==> src/inc/hai_pkg.sv <==
// Constants and types of the host access and interrupt logic
//
// Summary of operation
// - Mode pins 10 select first parallel bus
// - Mode pins 11 select alternate parallel bus
// - Mode pins 01 select the serial port
// - Serial word: command byte, then data byte
// - Flag 1 reads out, flag 0 writes
// - Pin mode picks open-drain or push-pull polarity
// - Global mask bit zero lets interrupts show
// - Events latch per bit, masked per bit
// - Rises always latch, edge select adds falls
// - Status read clears that channel flag
// - Pin drops once all pending acknowledged
// - Sixteen event kinds per channel
// - Live-status events have edge select bits
// - Any write to reset register resets device
// - Reset clears flops, registers, drivers off; masks load all ones
// - Global writes both channels, local one only
// - Copy bit broadcasts local writes
// - Channel two locals sit 0x20 higher
// - Mask 0 passes event, 1 suppresses
// - Status read clears its latched bits
package hai_pkg;
  // ----------------------------------------------------------
  // Register map
  // ----------------------------------------------------------
  localparam logic [5:0] ADDR_REV   = 6'h00;
  localparam logic [5:0] ADDR_RST   = 6'h01;
  localparam logic [5:0] ADDR_GCF   = 6'h20;
  localparam logic [5:0] ADDR_CHANNEL_IRQ_FLAGS = 6'h21;
  localparam int         CH_SEL_BIT = 5;
  localparam logic [4:0] LOC_FIRST  = 5'h02;
  localparam logic [4:0] LOC_TCF1   = 5'h05;
  localparam logic [4:0] LOC_MASK0  = 5'h13;
  localparam logic [4:0] LOC_MASK1  = 5'h14;
  localparam logic [4:0] LOC_IES    = 5'h15;
  localparam logic [4:0] LOC_LINE_CONDITION_BANK0  = 5'h16;
  localparam logic [4:0] LOC_LINE_CONDITION_BANK1  = 5'h17;
  localparam logic [4:0] LOC_EVENT_LATCH_BANK0  = 5'h18;
  localparam logic [4:0] LOC_EVENT_LATCH_BANK1  = 5'h19;
  localparam logic [4:0] LOC_CNT0   = 5'h1A;
  localparam logic [4:0] LOC_CNT1   = 5'h1B;
  localparam int         TCF1_THZ   = 4;
  // ----------------------------------------------------------
  // Reset values and codes
  // ----------------------------------------------------------
  localparam logic [7:0] GCF_RST  = 8'h00;
  localparam logic [7:0] MASK_RST = 8'hFF;
  localparam logic [7:0] IES_RST  = 8'h00;
  localparam logic [1:0] MODE_SER = 2'b01;
  localparam logic [1:0] MODE_PA  = 2'b10;
  localparam logic [1:0] MODE_PB  = 2'b11;
  localparam logic [1:0] PIN_PPL  = 2'b01;
  localparam logic [1:0] PIN_PPH  = 2'b10;
  localparam int         CMD_RW   = 0;
  localparam logic [4:0] SER_CMD_LAST = 5'd7;
  localparam logic [4:0] SER_LAST     = 5'd15;
  localparam logic [4:0] SER_END      = 5'd16;
  // ----------------------------------------------------------
  // Timing
  // ----------------------------------------------------------
  localparam int CLK_NS       = 40;
  localparam int SRST_MAX_NS  = 1000;
  localparam int SRST_MAX_CYC = SRST_MAX_NS / CLK_NS;
  localparam int HWRST_MIN_NS = 100;
  localparam int HWRST_MIN_CYC = (HWRST_MIN_NS + CLK_NS - 1) / CLK_NS;
  // ----------------------------------------------------------
  // Types
  // ----------------------------------------------------------
  typedef enum logic [1:0] {
    HAI_HW, HAI_SER, HAI_PA, HAI_PB
  } hai_mode_t;
  typedef enum logic [3:0] {
    K_NONE, K_REV, K_RST, K_GCF, K_CHANNEL_IRQ_FLAGS, K_MEM, K_MASK0,
    K_MASK1, K_IES, K_LINE_CONDITION_BANK0, K_LINE_CONDITION_BANK1, K_EVENT_LATCH_BANK0, K_EVENT_LATCH_BANK1,
    K_CNT0, K_CNT1
  } hai_kind_t;
  typedef struct packed {
    logic [1:0] monitor;
    logic       spare;
    logic       t1e1;
    logic       copy;
    logic       gmask;
    logic [1:0] pin_mode;
  } hai_gcf_t;
  typedef struct packed {
    logic       rd;
    logic       wr;
    logic [5:0] addr;
    logic [7:0] wdata;
  } hai_req_t;
endpackage : hai_pkg

==> src/hw/hai_regbank.sv <==
// Banked local register storage with registered read data
`timescale 1ns/1ps
module hai_regbank #(
  parameter int AW    = 5,
  parameter int DW    = 8,
  parameter int BANKS = 2
) (
  input  wire logic             clk_i,
  input  wire logic             arst_n_i,
  input  wire logic             clr_i,
  input  wire logic [BANKS-1:0] we_i,
  input  wire logic [AW-1:0]    waddr_i,
  input  wire logic [DW-1:0]    wdata_i,
  input  wire logic             rbank_i,
  input  wire logic [AW-1:0]    raddr_i,
  output logic      [DW-1:0]    rdata_o
);
  typedef struct packed {
    logic [BANKS-1:0][2**AW-1:0][DW-1:0] mem;
    logic [DW-1:0]                       rdata;
  } hai_rb_state_t;

  hai_rb_state_t st_reg;
  hai_rb_state_t st_next;

  always_comb begin
    st_next = st_reg;
    for (int b = 0; b < BANKS; b++) begin
      if (we_i[b]) begin
        st_next.mem[b][waddr_i] = wdata_i;
      end
    end
    st_next.rdata = st_reg.mem[rbank_i][raddr_i];
    if (clr_i) begin
      st_next = '0;
    end
  end

  always_ff @(posedge clk_i or negedge arst_n_i) begin
    if (!arst_n_i) begin
      st_reg <= '0;
    end else begin
      st_reg <= st_next;
    end
  end

  assign rdata_o = st_reg.rdata;
endmodule : hai_regbank

==> src/hw/hai_top.sv <==
// Host access port, register decode and interrupt aggregation
`timescale 1ns/1ps
module hai_top import hai_pkg::*; #(
  parameter logic [7:0] REVISION = 8'h00, // Arbitrary value
  parameter int         NCH      = 2
) (
  input  wire logic                clk_i,
  input  wire logic                arst_n_i,
  input  wire logic [1:0]          mode_i,
  input  wire logic                cs_n_i,
  input  wire logic                sclk_i,
  input  wire logic                sdi_i,
  output logic                     sdo_o,
  output logic                     sdo_oe_o,
  input  wire logic [5:0]          addr_i,
  input  wire logic [7:0]          data_i,
  output logic      [7:0]          data_o,
  output logic                     data_oe_o,
  input  wire logic                ds_n_i,
  input  wire logic                rw_i,
  input  wire logic                rd_n_i,
  input  wire logic                wr_n_i,
  input  wire logic [NCH-1:0][7:0] line_condition_bank0_i,
  input  wire logic [NCH-1:0][5:0] line_condition_bank1_i,
  input  wire logic [NCH-1:0][7:0] event1_i,
  input  wire logic [NCH-1:0][15:0] cnt_i,
  output logic      [NCH-1:0]      drv_en_o,
  output logic                     irq_o,
  output logic                     irq_oe_o
);
  // ----------------------------------------------------------
  // State
  // ----------------------------------------------------------
  typedef struct packed {
    hai_mode_t           mode;
    logic                mode_ok;
    logic                sclk_prev;
    logic [4:0]          scnt;
    logic [7:0]          scmd;
    logic [7:0]          sdat;
    logic                ser_rd;
    logic                serial_data_out;
    logic                prd_prev;
    logic                pwr_prev;
    logic [1:0]          rd_pend;
    logic                rd_mem;
    logic [7:0]          rd_fast;
    logic [7:0]          rdata;
    hai_gcf_t            global_config;
    logic [NCH-1:0][7:0] mask0;
    logic [NCH-1:0][7:0] mask1;
    logic [NCH-1:0][7:0] ies;
    logic [NCH-1:0][7:0] event_latch_bank0;
    logic [NCH-1:0][7:0] event_latch_bank1;
    logic [NCH-1:0][7:0] stat_prev;
    logic [NCH-1:0]      chflag;
    logic [NCH-1:0]      drv_en;
    logic                srst;
  } hai_state_t;

  localparam hai_state_t ST_RST = '{
    mode: HAI_HW, global_config: GCF_RST, mask0: {NCH{MASK_RST}},
    mask1: {NCH{MASK_RST}}, ies: {NCH{IES_RST}}, default: '0};

  hai_state_t     st_reg;
  hai_state_t     st_next;
  hai_req_t       req;
  hai_kind_t      kind;
  logic           ch;
  logic [NCH-1:0] we;
  logic [7:0]     mem_rdata;
  logic           rd_act;
  logic           wr_act;
  logic           pending;

  // ----------------------------------------------------------
  // Decoding
  // ----------------------------------------------------------
  function automatic hai_mode_t mode_dec(input logic [1:0] m);
    if (m == MODE_PA) begin
      return HAI_PA;
    end else if (m == MODE_PB) begin
      return HAI_PB;
    end else if (m == MODE_SER) begin
      return HAI_SER;
    end else begin
      return HAI_HW;
    end
  endfunction : mode_dec

  function automatic hai_kind_t kind_dec(input logic [5:0] a);
    logic [4:0] o;
    o = a[4:0];
    if (a == ADDR_REV) begin
      return K_REV;
    end else if (a == ADDR_RST) begin
      return K_RST;
    end else if (a == ADDR_GCF) begin
      return K_GCF;
    end else if (a == ADDR_CHANNEL_IRQ_FLAGS) begin
      return K_CHANNEL_IRQ_FLAGS;
    end else if (o < LOC_FIRST || o > LOC_CNT1) begin
      return K_NONE;
    end else if (o == LOC_MASK0) begin
      return K_MASK0;
    end else if (o == LOC_MASK1) begin
      return K_MASK1;
    end else if (o == LOC_IES) begin
      return K_IES;
    end else if (o == LOC_LINE_CONDITION_BANK0) begin
      return K_LINE_CONDITION_BANK0;
    end else if (o == LOC_LINE_CONDITION_BANK1) begin
      return K_LINE_CONDITION_BANK1;
    end else if (o == LOC_EVENT_LATCH_BANK0) begin
      return K_EVENT_LATCH_BANK0;
    end else if (o == LOC_EVENT_LATCH_BANK1) begin
      return K_EVENT_LATCH_BANK1;
    end else if (o == LOC_CNT0) begin
      return K_CNT0;
    end else if (o == LOC_CNT1) begin
      return K_CNT1;
    end else begin
      return K_MEM;
    end
  endfunction : kind_dec

  // ----------------------------------------------------------
  // Parallel strobes
  // ----------------------------------------------------------
  always_comb begin
    rd_act = 1'b0;
    wr_act = 1'b0;
    if (st_reg.mode == HAI_PA) begin
      rd_act = !cs_n_i && !ds_n_i && rw_i;
      wr_act = !cs_n_i && !ds_n_i && !rw_i;
    end else if (st_reg.mode == HAI_PB) begin
      rd_act = !cs_n_i && !rd_n_i;
      wr_act = !cs_n_i && !wr_n_i;
    end
  end

  // ----------------------------------------------------------
  // Access sequencing and interrupt latching
  // ----------------------------------------------------------
  always_comb begin
    logic [7:0] rise;
    logic [7:0] fall;
    logic [7:0] set0;
    logic       clr0;
    logic       clr1;
    st_next = st_reg;
    req = '0;
    rise = '0;
    fall = '0;
    set0 = '0;
    clr0 = 1'b0;
    clr1 = 1'b0;
    if (!st_reg.mode_ok) begin
      st_next.mode = mode_dec(mode_i);
      st_next.mode_ok = 1'b1;
    end
    st_next.sclk_prev = sclk_i;
    if (st_reg.mode == HAI_SER) begin
      if (cs_n_i) begin
        st_next.scnt = '0;
        st_next.ser_rd = 1'b0;
      end else if (sclk_i && !st_reg.sclk_prev) begin
        if (st_reg.scnt <= SER_CMD_LAST) begin
          st_next.scmd[st_reg.scnt[2:0]] = sdi_i;
        end else begin
          st_next.sdat[st_reg.scnt[2:0]] = sdi_i;
        end
        if (st_reg.scnt == SER_CMD_LAST) begin
          st_next.ser_rd = st_reg.scmd[CMD_RW];
          req.rd = st_reg.scmd[CMD_RW];
          req.addr = st_reg.scmd[6:1];
        end
        if (st_reg.scnt == SER_LAST && !st_reg.ser_rd) begin
          req.wr = 1'b1;
          req.addr = st_reg.scmd[6:1];
          req.wdata = {sdi_i, st_reg.sdat[6:0]};
        end
        if (st_reg.scnt != SER_END) begin
          st_next.scnt = st_reg.scnt + 5'd1;
        end
      end else if (!sclk_i && st_reg.sclk_prev && st_reg.ser_rd
                   && st_reg.scnt > SER_CMD_LAST && st_reg.scnt < SER_END) begin
        st_next.serial_data_out = st_reg.rdata[st_reg.scnt[2:0]];
      end
    end
    st_next.prd_prev = rd_act;
    st_next.pwr_prev = wr_act;
    if (rd_act && !st_reg.prd_prev) begin
      req.rd = 1'b1;
      req.addr = addr_i;
    end else if (wr_act && !st_reg.pwr_prev) begin
      req.wr = 1'b1;
      req.addr = addr_i;
      req.wdata = data_i;
    end
    kind = kind_dec(req.addr);
    ch = req.addr[CH_SEL_BIT];
    if (st_reg.global_config.copy) begin
      we = {NCH{req.wr}};
    end else begin
      we = req.wr ? (NCH'(1) << ch) : '0;
    end
    if (req.wr) begin
      if (kind == K_GCF) begin
        st_next.global_config = req.wdata;
      end else if (kind == K_RST) begin
        st_next.srst = 1'b1;
      end
      for (int c = 0; c < NCH; c++) begin
        if (we[c] && kind == K_MASK0) begin
          st_next.mask0[c] = req.wdata;
        end else if (we[c] && kind == K_MASK1) begin
          st_next.mask1[c] = req.wdata;
        end else if (we[c] && kind == K_IES) begin
          st_next.ies[c] = req.wdata;
        end else if (we[c] && req.addr[4:0] == LOC_TCF1) begin
          st_next.drv_en[c] = !req.wdata[TCF1_THZ];
        end
      end
    end
    st_next.rd_pend = {st_reg.rd_pend[0], req.rd};
    st_next.rd_mem = (kind == K_MEM);
    if (req.rd) begin
      if (kind == K_REV) begin
        st_next.rd_fast = REVISION;
      end else if (kind == K_GCF) begin
        st_next.rd_fast = st_reg.global_config;
      end else if (kind == K_CHANNEL_IRQ_FLAGS) begin
        st_next.rd_fast = {6'h00, st_reg.chflag};
      end else if (kind == K_MASK0) begin
        st_next.rd_fast = st_reg.mask0[ch];
      end else if (kind == K_MASK1) begin
        st_next.rd_fast = st_reg.mask1[ch];
      end else if (kind == K_IES) begin
        st_next.rd_fast = st_reg.ies[ch];
      end else if (kind == K_LINE_CONDITION_BANK0) begin
        st_next.rd_fast = line_condition_bank0_i[ch];
      end else if (kind == K_LINE_CONDITION_BANK1) begin
        st_next.rd_fast = {2'b00, line_condition_bank1_i[ch]};
      end else if (kind == K_EVENT_LATCH_BANK0) begin
        st_next.rd_fast = st_reg.event_latch_bank0[ch];
      end else if (kind == K_EVENT_LATCH_BANK1) begin
        st_next.rd_fast = st_reg.event_latch_bank1[ch];
      end else if (kind == K_CNT0) begin
        st_next.rd_fast = cnt_i[ch][7:0];
      end else if (kind == K_CNT1) begin
        st_next.rd_fast = cnt_i[ch][15:8];
      end else begin
        st_next.rd_fast = 8'h00;
      end
    end
    if (st_reg.rd_pend[0]) begin
      st_next.rdata = st_reg.rd_mem ? mem_rdata : st_reg.rd_fast;
    end
    for (int c = 0; c < NCH; c++) begin
      rise = line_condition_bank0_i[c] & ~st_reg.stat_prev[c];
      fall = ~line_condition_bank0_i[c] & st_reg.stat_prev[c];
      set0 = rise | (st_reg.ies[c] & fall);
      clr0 = req.rd && kind == K_EVENT_LATCH_BANK0 && ch == c[0];
      clr1 = req.rd && kind == K_EVENT_LATCH_BANK1 && ch == c[0];
      st_next.stat_prev[c] = line_condition_bank0_i[c];
      st_next.event_latch_bank0[c] = set0 | (st_reg.event_latch_bank0[c] & ~{8{clr0}});
      st_next.event_latch_bank1[c] = event1_i[c] | (st_reg.event_latch_bank1[c] & ~{8{clr1}});
      st_next.chflag[c] = (|(set0 & ~st_reg.mask0[c]))
                        | (|(event1_i[c] & ~st_reg.mask1[c]))
                        | (st_reg.chflag[c] && !clr0 && !clr1);
    end
    if (st_reg.srst) begin
      st_next = ST_RST;
    end
  end

  always_ff @(posedge clk_i or negedge arst_n_i) begin
    if (!arst_n_i) begin
      st_reg <= ST_RST;
    end else begin
      st_reg <= st_next;
    end
  end

  hai_regbank #(.AW(5), .DW(8), .BANKS(NCH)) u_bank (
    .clk_i    (clk_i),
    .arst_n_i (arst_n_i),
    .clr_i    (st_reg.srst),
    .we_i     (kind == K_MEM ? we : '0),
    .waddr_i  (req.addr[4:0]),
    .wdata_i  (req.wdata),
    .rbank_i  (ch),
    .raddr_i  (req.addr[4:0]),
    .rdata_o  (mem_rdata)
  );

  // ----------------------------------------------------------
  // Outputs
  // ----------------------------------------------------------
  always_comb begin
    pending = 1'b0;
    for (int c = 0; c < NCH; c++) begin
      pending = pending | (|(st_reg.event_latch_bank0[c] & ~st_reg.mask0[c]))
                        | (|(st_reg.event_latch_bank1[c] & ~st_reg.mask1[c]));
    end
    pending = pending && !st_reg.global_config.gmask;
    if (!st_reg.global_config.pin_mode[0] && st_reg.global_config.pin_mode != PIN_PPH) begin
      irq_o = 1'b0;
      irq_oe_o = pending;
    end else if (st_reg.global_config.pin_mode == PIN_PPH) begin
      irq_o = pending;
      irq_oe_o = 1'b1;
    end else begin
      irq_o = !pending;
      irq_oe_o = 1'b1;
    end
  end

  assign sdo_o = st_reg.serial_data_out;
  assign sdo_oe_o = st_reg.mode == HAI_SER && !cs_n_i && st_reg.ser_rd
                    && st_reg.scnt > SER_CMD_LAST;
  assign data_o = st_reg.rdata;
  assign data_oe_o = rd_act;
  assign drv_en_o = st_reg.drv_en;
endmodule : hai_top

==> config.mk <==
export PLATFORM = sky130hd
export DESIGN_NAME = hai_top
export DESIGN_NICKNAME = d
export VERILOG_FILES = /design/src/inc/hai_pkg.sv /design/src/hw/hai_regbank.sv /design/src/hw/hai_top.sv
export SDC_FILE = /design/constraint.sdc
export NUM_CORES = 1
export LEC_CHECK = 0
export BUFFER_PORTS_ARGS = -buffer_cell sky130_fd_sc_hd__buf_2
export CAP_MARGIN = 5
export CORE_ASPECT_RATIO = 1.75
export CORE_MARGIN = 2
export CORE_UTILIZATION = 50
export DETAILED_ROUTE_END_ITERATION = 8
export PLACE_DENSITY_LB_ADDON = 0.08
export SLEW_MARGIN = 0
export SYNTH_ARGS = -nofsm -noshare
export SYNTH_HDL_FRONTEND = slang
export SYNTH_SLANG_ARGS = --single-unit
==> constraint.sdc <==
create_clock -name clk_i -period 8.1 [get_ports clk_i]
set_input_delay 1.215 -clock clk_i [delete_from_list [all_inputs] [get_ports clk_i]]
set_output_delay 1.215 -clock clk_i [all_outputs]
set_load 0.01 [all_outputs]
Word level (Yosys, flattened, before mapping)
Index checks and enable logic that the tools add are counted.

RAM bits: 0. Memories kept: 0. Register bits: 676. Memory bits (read-only): 0. Output and inout bits: 15. Bits of input ports: 101. Word-level logic and storage cells: 431. Latch bits: 0.

Reductions and logical operators: 101. Eq/ne operators: 48. Shifts and indexed selects: 1. Add/sub/neg operators: 1. $mul: 0. Mux-type cells: 125. Div/mod/pow operators: 0. Bitwise gates (word level): 44. Order comparisons: 10.

Operator list (count): 256-bit 2-to-1 mux (4); 520-bit 2-to-1 mux (1); 256-bit bitwise mux (2); 8-bit 2-to-1 mux (45); 157-bit 2-to-1 mux (1); 8-bit bitwise AND (18); 16-bit 2-to-1 mux (6); 8-bit inverter (12); 8-bit OR reduction (8); 4-bit 2-to-1 mux (14); 56-bit 2-to-1 mux (1); 8-bit bitwise OR (6); 5-bit == test (second input constant) (9); 8-bit binary-select mux with 5-bit select (1); 8-bit demux with 5-bit select (1); 1-bit logical AND (38); 2-bit nonzero test (18); 15-bit 2-to-1 mux (2); 4-bit == test (second input constant) (7); 1-bit 2-to-1 mux (28); 6-bit 2-to-1 mux (4); 23-bit 2-to-1 mux (1); 22-bit 2-to-1 mux (1); 2-bit != test (second input constant) (10); 39 further kinds (92).

Logic depth before layout (Yosys ltp)
Gate-level depths: netlist (run 1).

Depth in word-level cells: 38. Depth in mapped cells: 17. Mapped depth without buffers: 12.

By module
A second synthesis (run 1) with hierarchy kept.

Cell total of the unflattened synthesis: 3599. Area, all modules: 34845.9 µm².

Modules (own cells, without submodules): hai_regbank (area an instance 25478.2 µm², instances 1, sequential area each 13012.5 µm², cells each 2526); hai_top (area an instance 9367.7 µm², instances 1, sequential area each 3893.7 µm², cells each 1073).

Worst setup path before layout (run 1)
Ideal clock, no wire load.

Kind: input to register. From: input port cs_n_i. To: register u_bank.st_reg (netlist bit u_bank.rdata_o[3]). Arrival: 3541 ps. Buffers on the path: 4. Required time: 7974 ps. Slack: 4433 ps. Cell stages on the path: 13. Library setup time: 126 ps. Cell sequence: buf_6 -> or3b_4 -> a211oi_4 -> buf_6 -> nand3b_1 -> and2_4 -> buf_2 -> buf_2 -> o221ai_1 -> a31oi_1 -> o21ai_0 -> nand2_1 -> a221o_1.

RTL lines: from (decl) (RTL line hai_top.sv:10) `input wire logic cs_n_i,`; to (signal assigned) (RTL line hai_regbank.sv:43) `st_reg <= st_next;`; to (decl) (RTL line hai_regbank.sv:23) `hai_rb_state_t st_reg;`.

Final worst setup path (run 1)
From: register st_reg[149] (netlist bit). To: register u_bank.st_reg[364] (netlist bit).

Cells in the longest elaborated chain, start to end: 26. Elaborated cells between the ends (all ways): 56.

RTL lines: from (decl) (RTL line hai_top.sv:65) `hai_state_t st_reg;`; from (signal assigned) (RTL line hai_top.sv:282) `st_reg <= st_next;`; 5-bit by 3-bit == test with 1-bit output or 5-bit by 4-bit == test with 1-bit output (tied branches) (RTL line hai_top.sv:173, hai_top.sv:178); 6-bit 2-to-1 mux or 1-bit logical AND (tied branches) (RTL line hai_top.sv:173, hai_top.sv:178); 15-bit 2-to-1 mux (*) (RTL line hai_top.sv:178) `if (st_reg.scnt == SER_LAST && !st_reg.ser_rd) begin`; 16-bit 2-to-1 mux (*) (RTL line hai_top.sv:167) `end else if (sclk_i && !st_reg.sclk_prev) begin`; 16-bit 2-to-1 mux (*) (RTL line hai_top.sv:164) `if (cs_n_i) begin`; 16-bit 2-to-1 mux (*) (RTL line hai_top.sv:163) `if (st_reg.mode == HAI_SER) begin`; 15-bit 2-to-1 mux (RTL line hai_top.sv:196) `end else if (wr_act && !st_reg.pwr_prev) begin`; 6-bit 2-to-1 mux (RTL line hai_top.sv:193) `if (rd_act && !st_reg.prd_prev) begin`; (+10 left out); 4-bit 2-to-1 mux (RTL line hai_top.sv:102) `end else if (o < LOC_FIRST || o > LOC_CNT1) begin`; 4-bit 2-to-1 mux (RTL line hai_top.sv:100) `end else if (a == ADDR_CHANNEL_IRQ_FLAGS) begin`; 4-bit 2-to-1 mux (RTL line hai_top.sv:98) `end else if (a == ADDR_GCF) begin`; 4-bit 2-to-1 mux (RTL line hai_top.sv:96) `end else if (a == ADDR_RST) begin`; 4-bit 2-to-1 mux (RTL line hai_top.sv:94) `if (a == ADDR_REV) begin`; 4-bit by 3-bit == test with 1-bit output (RTL line hai_top.sv:290) `.we_i (kind == K_MEM ? we : '0),`; 2-bit 2-to-1 mux (RTL line hai_top.sv:290); 2-bit nonzero test (no line).

Mark *: on every way between the ends. The rest lies on a longest branch, timed or not. The select of a mux whose other input is x is not followed. A chain may end at the register's enable or synchronous reset.

==> run metrics, run 1 <==
status finished, final reports clean; Clock Tree Root clkbuf_16; Reg clk slew, reported paths 60 ps; grt ovf 0; critical setup path kind flip-flop to flip-flop; area fraction of the dominant cell type after synthesis 50.74%; Power Dens Cells 204.4 mW/mm^2; Hold Vio Cnt, Final 0; RSZ-0062 raised after global routing false; Yosys warnings 0; CTS hold repair buffers 0; max-slew violations 0; setup violators final 0; library cells used by synthesis 89; Synth Area in Adders 0.1186%; Total Power 7.074 mW; Setup Buffers After CTS 0; die width 194.2 um; Max Freq 188.5 MHz; Post-synth EDFFs 0; drt total wl 110200 um; Post-Synth Simple-Gate Area 21.40%; count of maximum capacitance violations 0; Cells after Synth 3369; initial DRC count 2214; ys flop type dfrtp_1; die footprint 0.06543 mm^2; count leader, synth dfrtp_1; CTS Buffer Depth 3; Critical Path Source Type flip-flop; Req. time, crit path 8560 ps; # DRC 0; Worst-Skew Late Latency 630 ps; Worst Path Max Fanout 102; skew final 24.68 ps; area grow syn2layout 9.339%; vias in the first global route 26239; P_leak 15.51 nW; Antenna Nets Post-Route 0; Synth area leaders dfrtp_1 (51%), nand2_1 (6.1%), nor2b_1 (5.4%); slew margin rel. 13.10%; R2R Setup Slk 2790 ps; TritonRoute pass-1 iters 8; PortBufs 115; Core Area 0.06289 mm^2; # nets final 3420; Min-Delay Path Class flip-flop to flip-flop; Worst Max-Slew Pin Slew 1296 ps; post-CTS resize count 0; Rows 122; post-DR vias/cell 6.283; Post-Synth XOR/XNOR Area 0.02766%; post-synth design cell area 0.03166 mm^2; Synth top cells by count dfrtp_1 (642), nand2_1 (517), o21ai_0 (336); #FFs+latches synth 674; Starting Density 50.34%; Setup TNS 0 ps; Compound-Gate Fraction of Synth Area 17.14%; die height 336.9 um; H-tree depth 3; worst reg2reg path startpoint st_reg[149]$_DFFE_PN0P_; drt wl/cell 26.40 um; fin crit period 5305 ps; sequential-to-total area share from yosys stat 53.40%; CTS tree done; Arrival @ worst endpoint 5770 ps; routability cong. 1.002; total track usage 33.89%; hpwl dp 72260 um; Vias 26230; # IOs 116; largest family of logic cells by synthesized area simple AND/OR/NAND/NOR gates; Inserted Clock Buffers 67; largest area contributor in the netlist dfrtp_1; first-pass GRT wire length 166700 um; clock sinks 674; antenna violations before repair 0; syn_area_per_cell 9.398 um^2; origin of the worst min-delay path u_bank.st_reg[246]$_DFFE_PN0P_; syn_nets 3473; CP startpoint st_reg[149]$_DFFE_PN0P_; Peak VDD IR 0.0001886 V; max reg flops 512; post-synthesis mux area share 3.075%; Tcrit/Tclk final 65.50%; share of cells above drive strength 1 10.49%; largest net degree at the start of global routing 203; CP endpoint kind flip-flop; post-synthesis async set-or-reset flop share 100.0%
## path summary, 6_finish.rpt
check                                            endpoint  cells after the start
max in group asynchronous          st_reg[95]$_DFFE_PN1P_                      3
max                        u_bank.st_reg[364]$_DFFE_PN0P_                     11
min in group asynchronous         st_reg[152]$_DFFE_PN0P_                      1
min                        u_bank.st_reg[246]$_DFFE_PN0P_                      2
min reg2reg                u_bank.st_reg[246]$_DFFE_PN0P_                      2
max reg2reg                u_bank.st_reg[364]$_DFFE_PN0P_                     11
## area by class of cell
type	instances	area (um^2)
multi-input cells	2350	13270
inverters	60	232.7
repair buffers	163	1008
diodes	4	10.01
clock inverters	21	222.7
clock buffers	97	1952
well taps	806	1008
flip-flops and latches	674	16910
fillers	5700	28270
## logic make-up (layout without fill, tap and decap cells)
| logic type | Yosys count | in the layout |
|---|---|---|
| simple gates | 1398 | 1398 |
| fa+ha+maj | 3 | 3 |
| other cells | 0 | 4 |
| xor+xnor | 1 | 1 |
| buf+inv | 345 | 341 |
| compound gates | 852 | 852 |
| mux | 96 | 96 |
| flops | 674 | 674 |
## report_power, final
part | total (mW) | internal, mW | leakage, nW | switching, mW
clock | 3.16 | 1.78 | 1.07 | 1.38
combinational | 0.452 | 0.132 | 5.71 | 0.320
sequential | 3.47 | 3.42 | 8.73 | 0.0511
## metrics by stage
| stage | cells | setup slack, ps | area, um^2 | util, % | hold WS, ps |
|---|---|---|---|---|---|
| CTS | 4171 | 2889 | 34610 | 55.03 | 495.6 |
| global placement | 4053 | 2519 | 32430 | 51.57 | 475.1 |
| finish | 4175 | 2795 | 34620 | 55.04 | 488.4 |
| detailed placement | 4053 | 2455 | 32430 | 51.57 | 479.0 |
| floorplan | 3369 | 4433 | 31660 | - | 455.2 |
| global route | 4171 | 2538 | 34610 | 55.03 | 510.2 |
## metal layers
metal  vias to the layer above  wire, um  track usage [%]
li1                      11742         -                -
met1                     13133     40720            38.83
met2                      1018     53640            57.12
met3                       337      6530            5.882
met4                         0      9346            24.94
met5                         -         0                0
## cell usage in the layout, fill, tap and decap left out, types with 10 or more instances in the layout
master	count
a32oi_1	30
mux2i_1	95
nand2_1	516
o22ai_1	32
nand3_1	286
o21ai_1	10
and2_1	13
a31oi_1	79
and3_1	42
inv_1	59
a211oi_1	59
nor2_1	146
clkinv_2	10
clkbuf_8	12
buf_2	114
buf_4	43
dfstp_2	32
nor4_1	11
a22oi_1	12
o221ai_1	75
nor2b_1	274
clkbuf_1	16
a22o_1	21
o21ai_0	336
nor3_1	44
dfrtp_1	641
clkbuf_16	69
a21oi_1	110
## worst max-delay path: stages (launching register included)
cell and delay, ps:
dfrtp_1 560, ha_1 280, and3_1 170, ha_1 150, nand2b_1 130, a211oi_4 710, nand2_4 440, nand2_8 730
o21a_1 790, nand3_1 640, a21oi_1 320, nor2_1 50
(Power assumes the default switching activity.)
==> run 2: changes to the inputs <==
Clock period 8.1 ns to 5 ns, I/O delays scaled along.
==> run metrics, run 2 (same netlist as run 1, synthesis figures left out) <==
Setup Buffers After CTS 0; Req. time, crit path 5510 ps; skew final 28.65 ps; Core Area 0.06289 mm^2; fin crit period 4557 ps; max-slew violations 0; CTS tree done; CP max stage delay 630 ps; worst reg2reg path startpoint st_reg[149]$_DFFE_PN0P_; first-pass GRT wire length 167500 um; RSZ-0062 raised after global routing false; Critical Path Source Type flip-flop; P_leak 15.80 nW; Max Freq 219.5 MHz; Buf+Inv Stages, Crit Path 2; routability cong. 1.003; count of maximum capacitance violations 0; critical setup path kind flip-flop to flip-flop; setup violators final 0; drt total wl 111800 um; TritonRoute pass-1 iters 6; total track usage 34.14%; Worst Path Max Fanout 55; hpwl dp 74790 um; Total Power 11.50 mW; Rows 122; slew margin rel. 24.42%; Vias 26498; Final Util 55.83%; die footprint 0.06543 mm^2; initial DRC count 2442; Worst-Skew Late Latency 640 ps; share of cells above drive strength 1 11.94%; commonest non-fill, non-tap cell in the layout dfrtp_1; placed cell area 0.03295 mm^2; # IOs 116; status finished, final reports clean; post-DR vias/cell 6.275; CP endpoint kind flip-flop; Antenna Nets Post-Route 0; Setup TNS 0 ps; drt wl/cell 26.48 um; die width 194.2 um; CP startpoint st_reg[149]$_DFFE_PN0P_; vias in the first global route 26503; Power Dens Cells 327.7 mW/mm^2; antenna violations before repair 1; CTS Buffer Depth 3; area grow syn2layout 10.90%; CP top delay family simple AND/OR/NAND/NOR gates; die height 336.9 um; most frequent cells in the layout dfrtp_1 (641), nand2_1 (516), o21ai_0 (336); Min-Delay Path Class input port to async pin; Clock Tree Root clkbuf_16; largest net degree at the start of global routing 182; Arrival @ worst endpoint 5070 ps; Starting Density 50.34%; Final Instance Area 0.03511 mm^2; # nets final 3476; Worst Max-Slew Pin Slew 1134 ps; Tcrit/Tclk final 91.13%; Inserted Clock Buffers 66; post-CTS resize count 0; # DRC 0; Worst path slowest cell a211oi_4; Hold Vio Cnt, Final 0; PortBufs 115; Reg clk slew, reported paths 70 ps; Ant. Diodes 0; H-tree depth 3; CP cell instances ha_1 > and3_1 > ha_1 > nand2b_1 > a211oi_4 > buf_4 > nand3b_1 > and2_4 > buf_4 > o221ai_1 > a31oi_1 > nor3_1 > nor3_1 > o311a_1; grt ovf 0; Peak VDD IR 0.0003502 V; max reg flops 512; CTS hold repair buffers 0; hold_ws 122.4 ps; clock sinks 674
[run 2: path summary, 6_finish.rpt]
check / to / slack, ps / cells past startpoint
worst max-delay path: u_bank.rdata_o[1]$_DFF_PN0_ / 440 / 14
worst min-delay path: st_reg[148]$_DFFE_PN0P_ / 120 / 1
worst max register to register: u_bank.rdata_o[1]$_DFF_PN0_ / 440 / 14
worst min register to register: u_bank.st_reg[502]$_DFFE_PN0P_ / 490 / 2
max in group asynchronous: u_bank.st_reg[518]$_DFFE_PN0P_ / 3520 / 2
min in group clk_i: st_reg[18]$_DFF_PN0_ / 370 / 2
[run 2: final cells by class]
| cell class | instances | area, um^2 |
|---|---|---|
| fillers | 5683 | 27780 |
| clock buffers | 86 | 1808 |
| multi-input cells | 2350 | 13270 |
| well taps | 806 | 1008 |
| flip-flops and latches | 674 | 16910 |
| inverters | 60 | 232.7 |
| repair buffers | 220 | 1524 |
| clock inverters | 27 | 355.3 |
[run 2: layer usage]
layer | vias to the layer above | track usage (%) | routed length (um)
met4 | 2 | 24.66 | 8834
met3 | 349 | 5.092 | 6828
met2 | 1173 | 58.07 | 55320
met5 | - | 0 | 13
met1 | 13145 | 39.41 | 40850
li1 | 11829 | - | -
[run 2: per-stage QoR]
stage	setup slack, ps	std cells
after global placement	480.2	4110
after global routing	94.19	4223
final	443.3	4223
after CTS	537.7	4223
after detailed placement	504.7	4110
after floorplan	1798	3369
[run 2: where the power goes]
group	total [mW]	leakage, nW	internal (mW)	switching, mW
clock network	5.13	1.06	2.93	2.20
registers	5.62	8.73	5.53	0.0830
logic	0.759	6.02	0.229	0.530
total	11.5	15.8	8.69	2.82
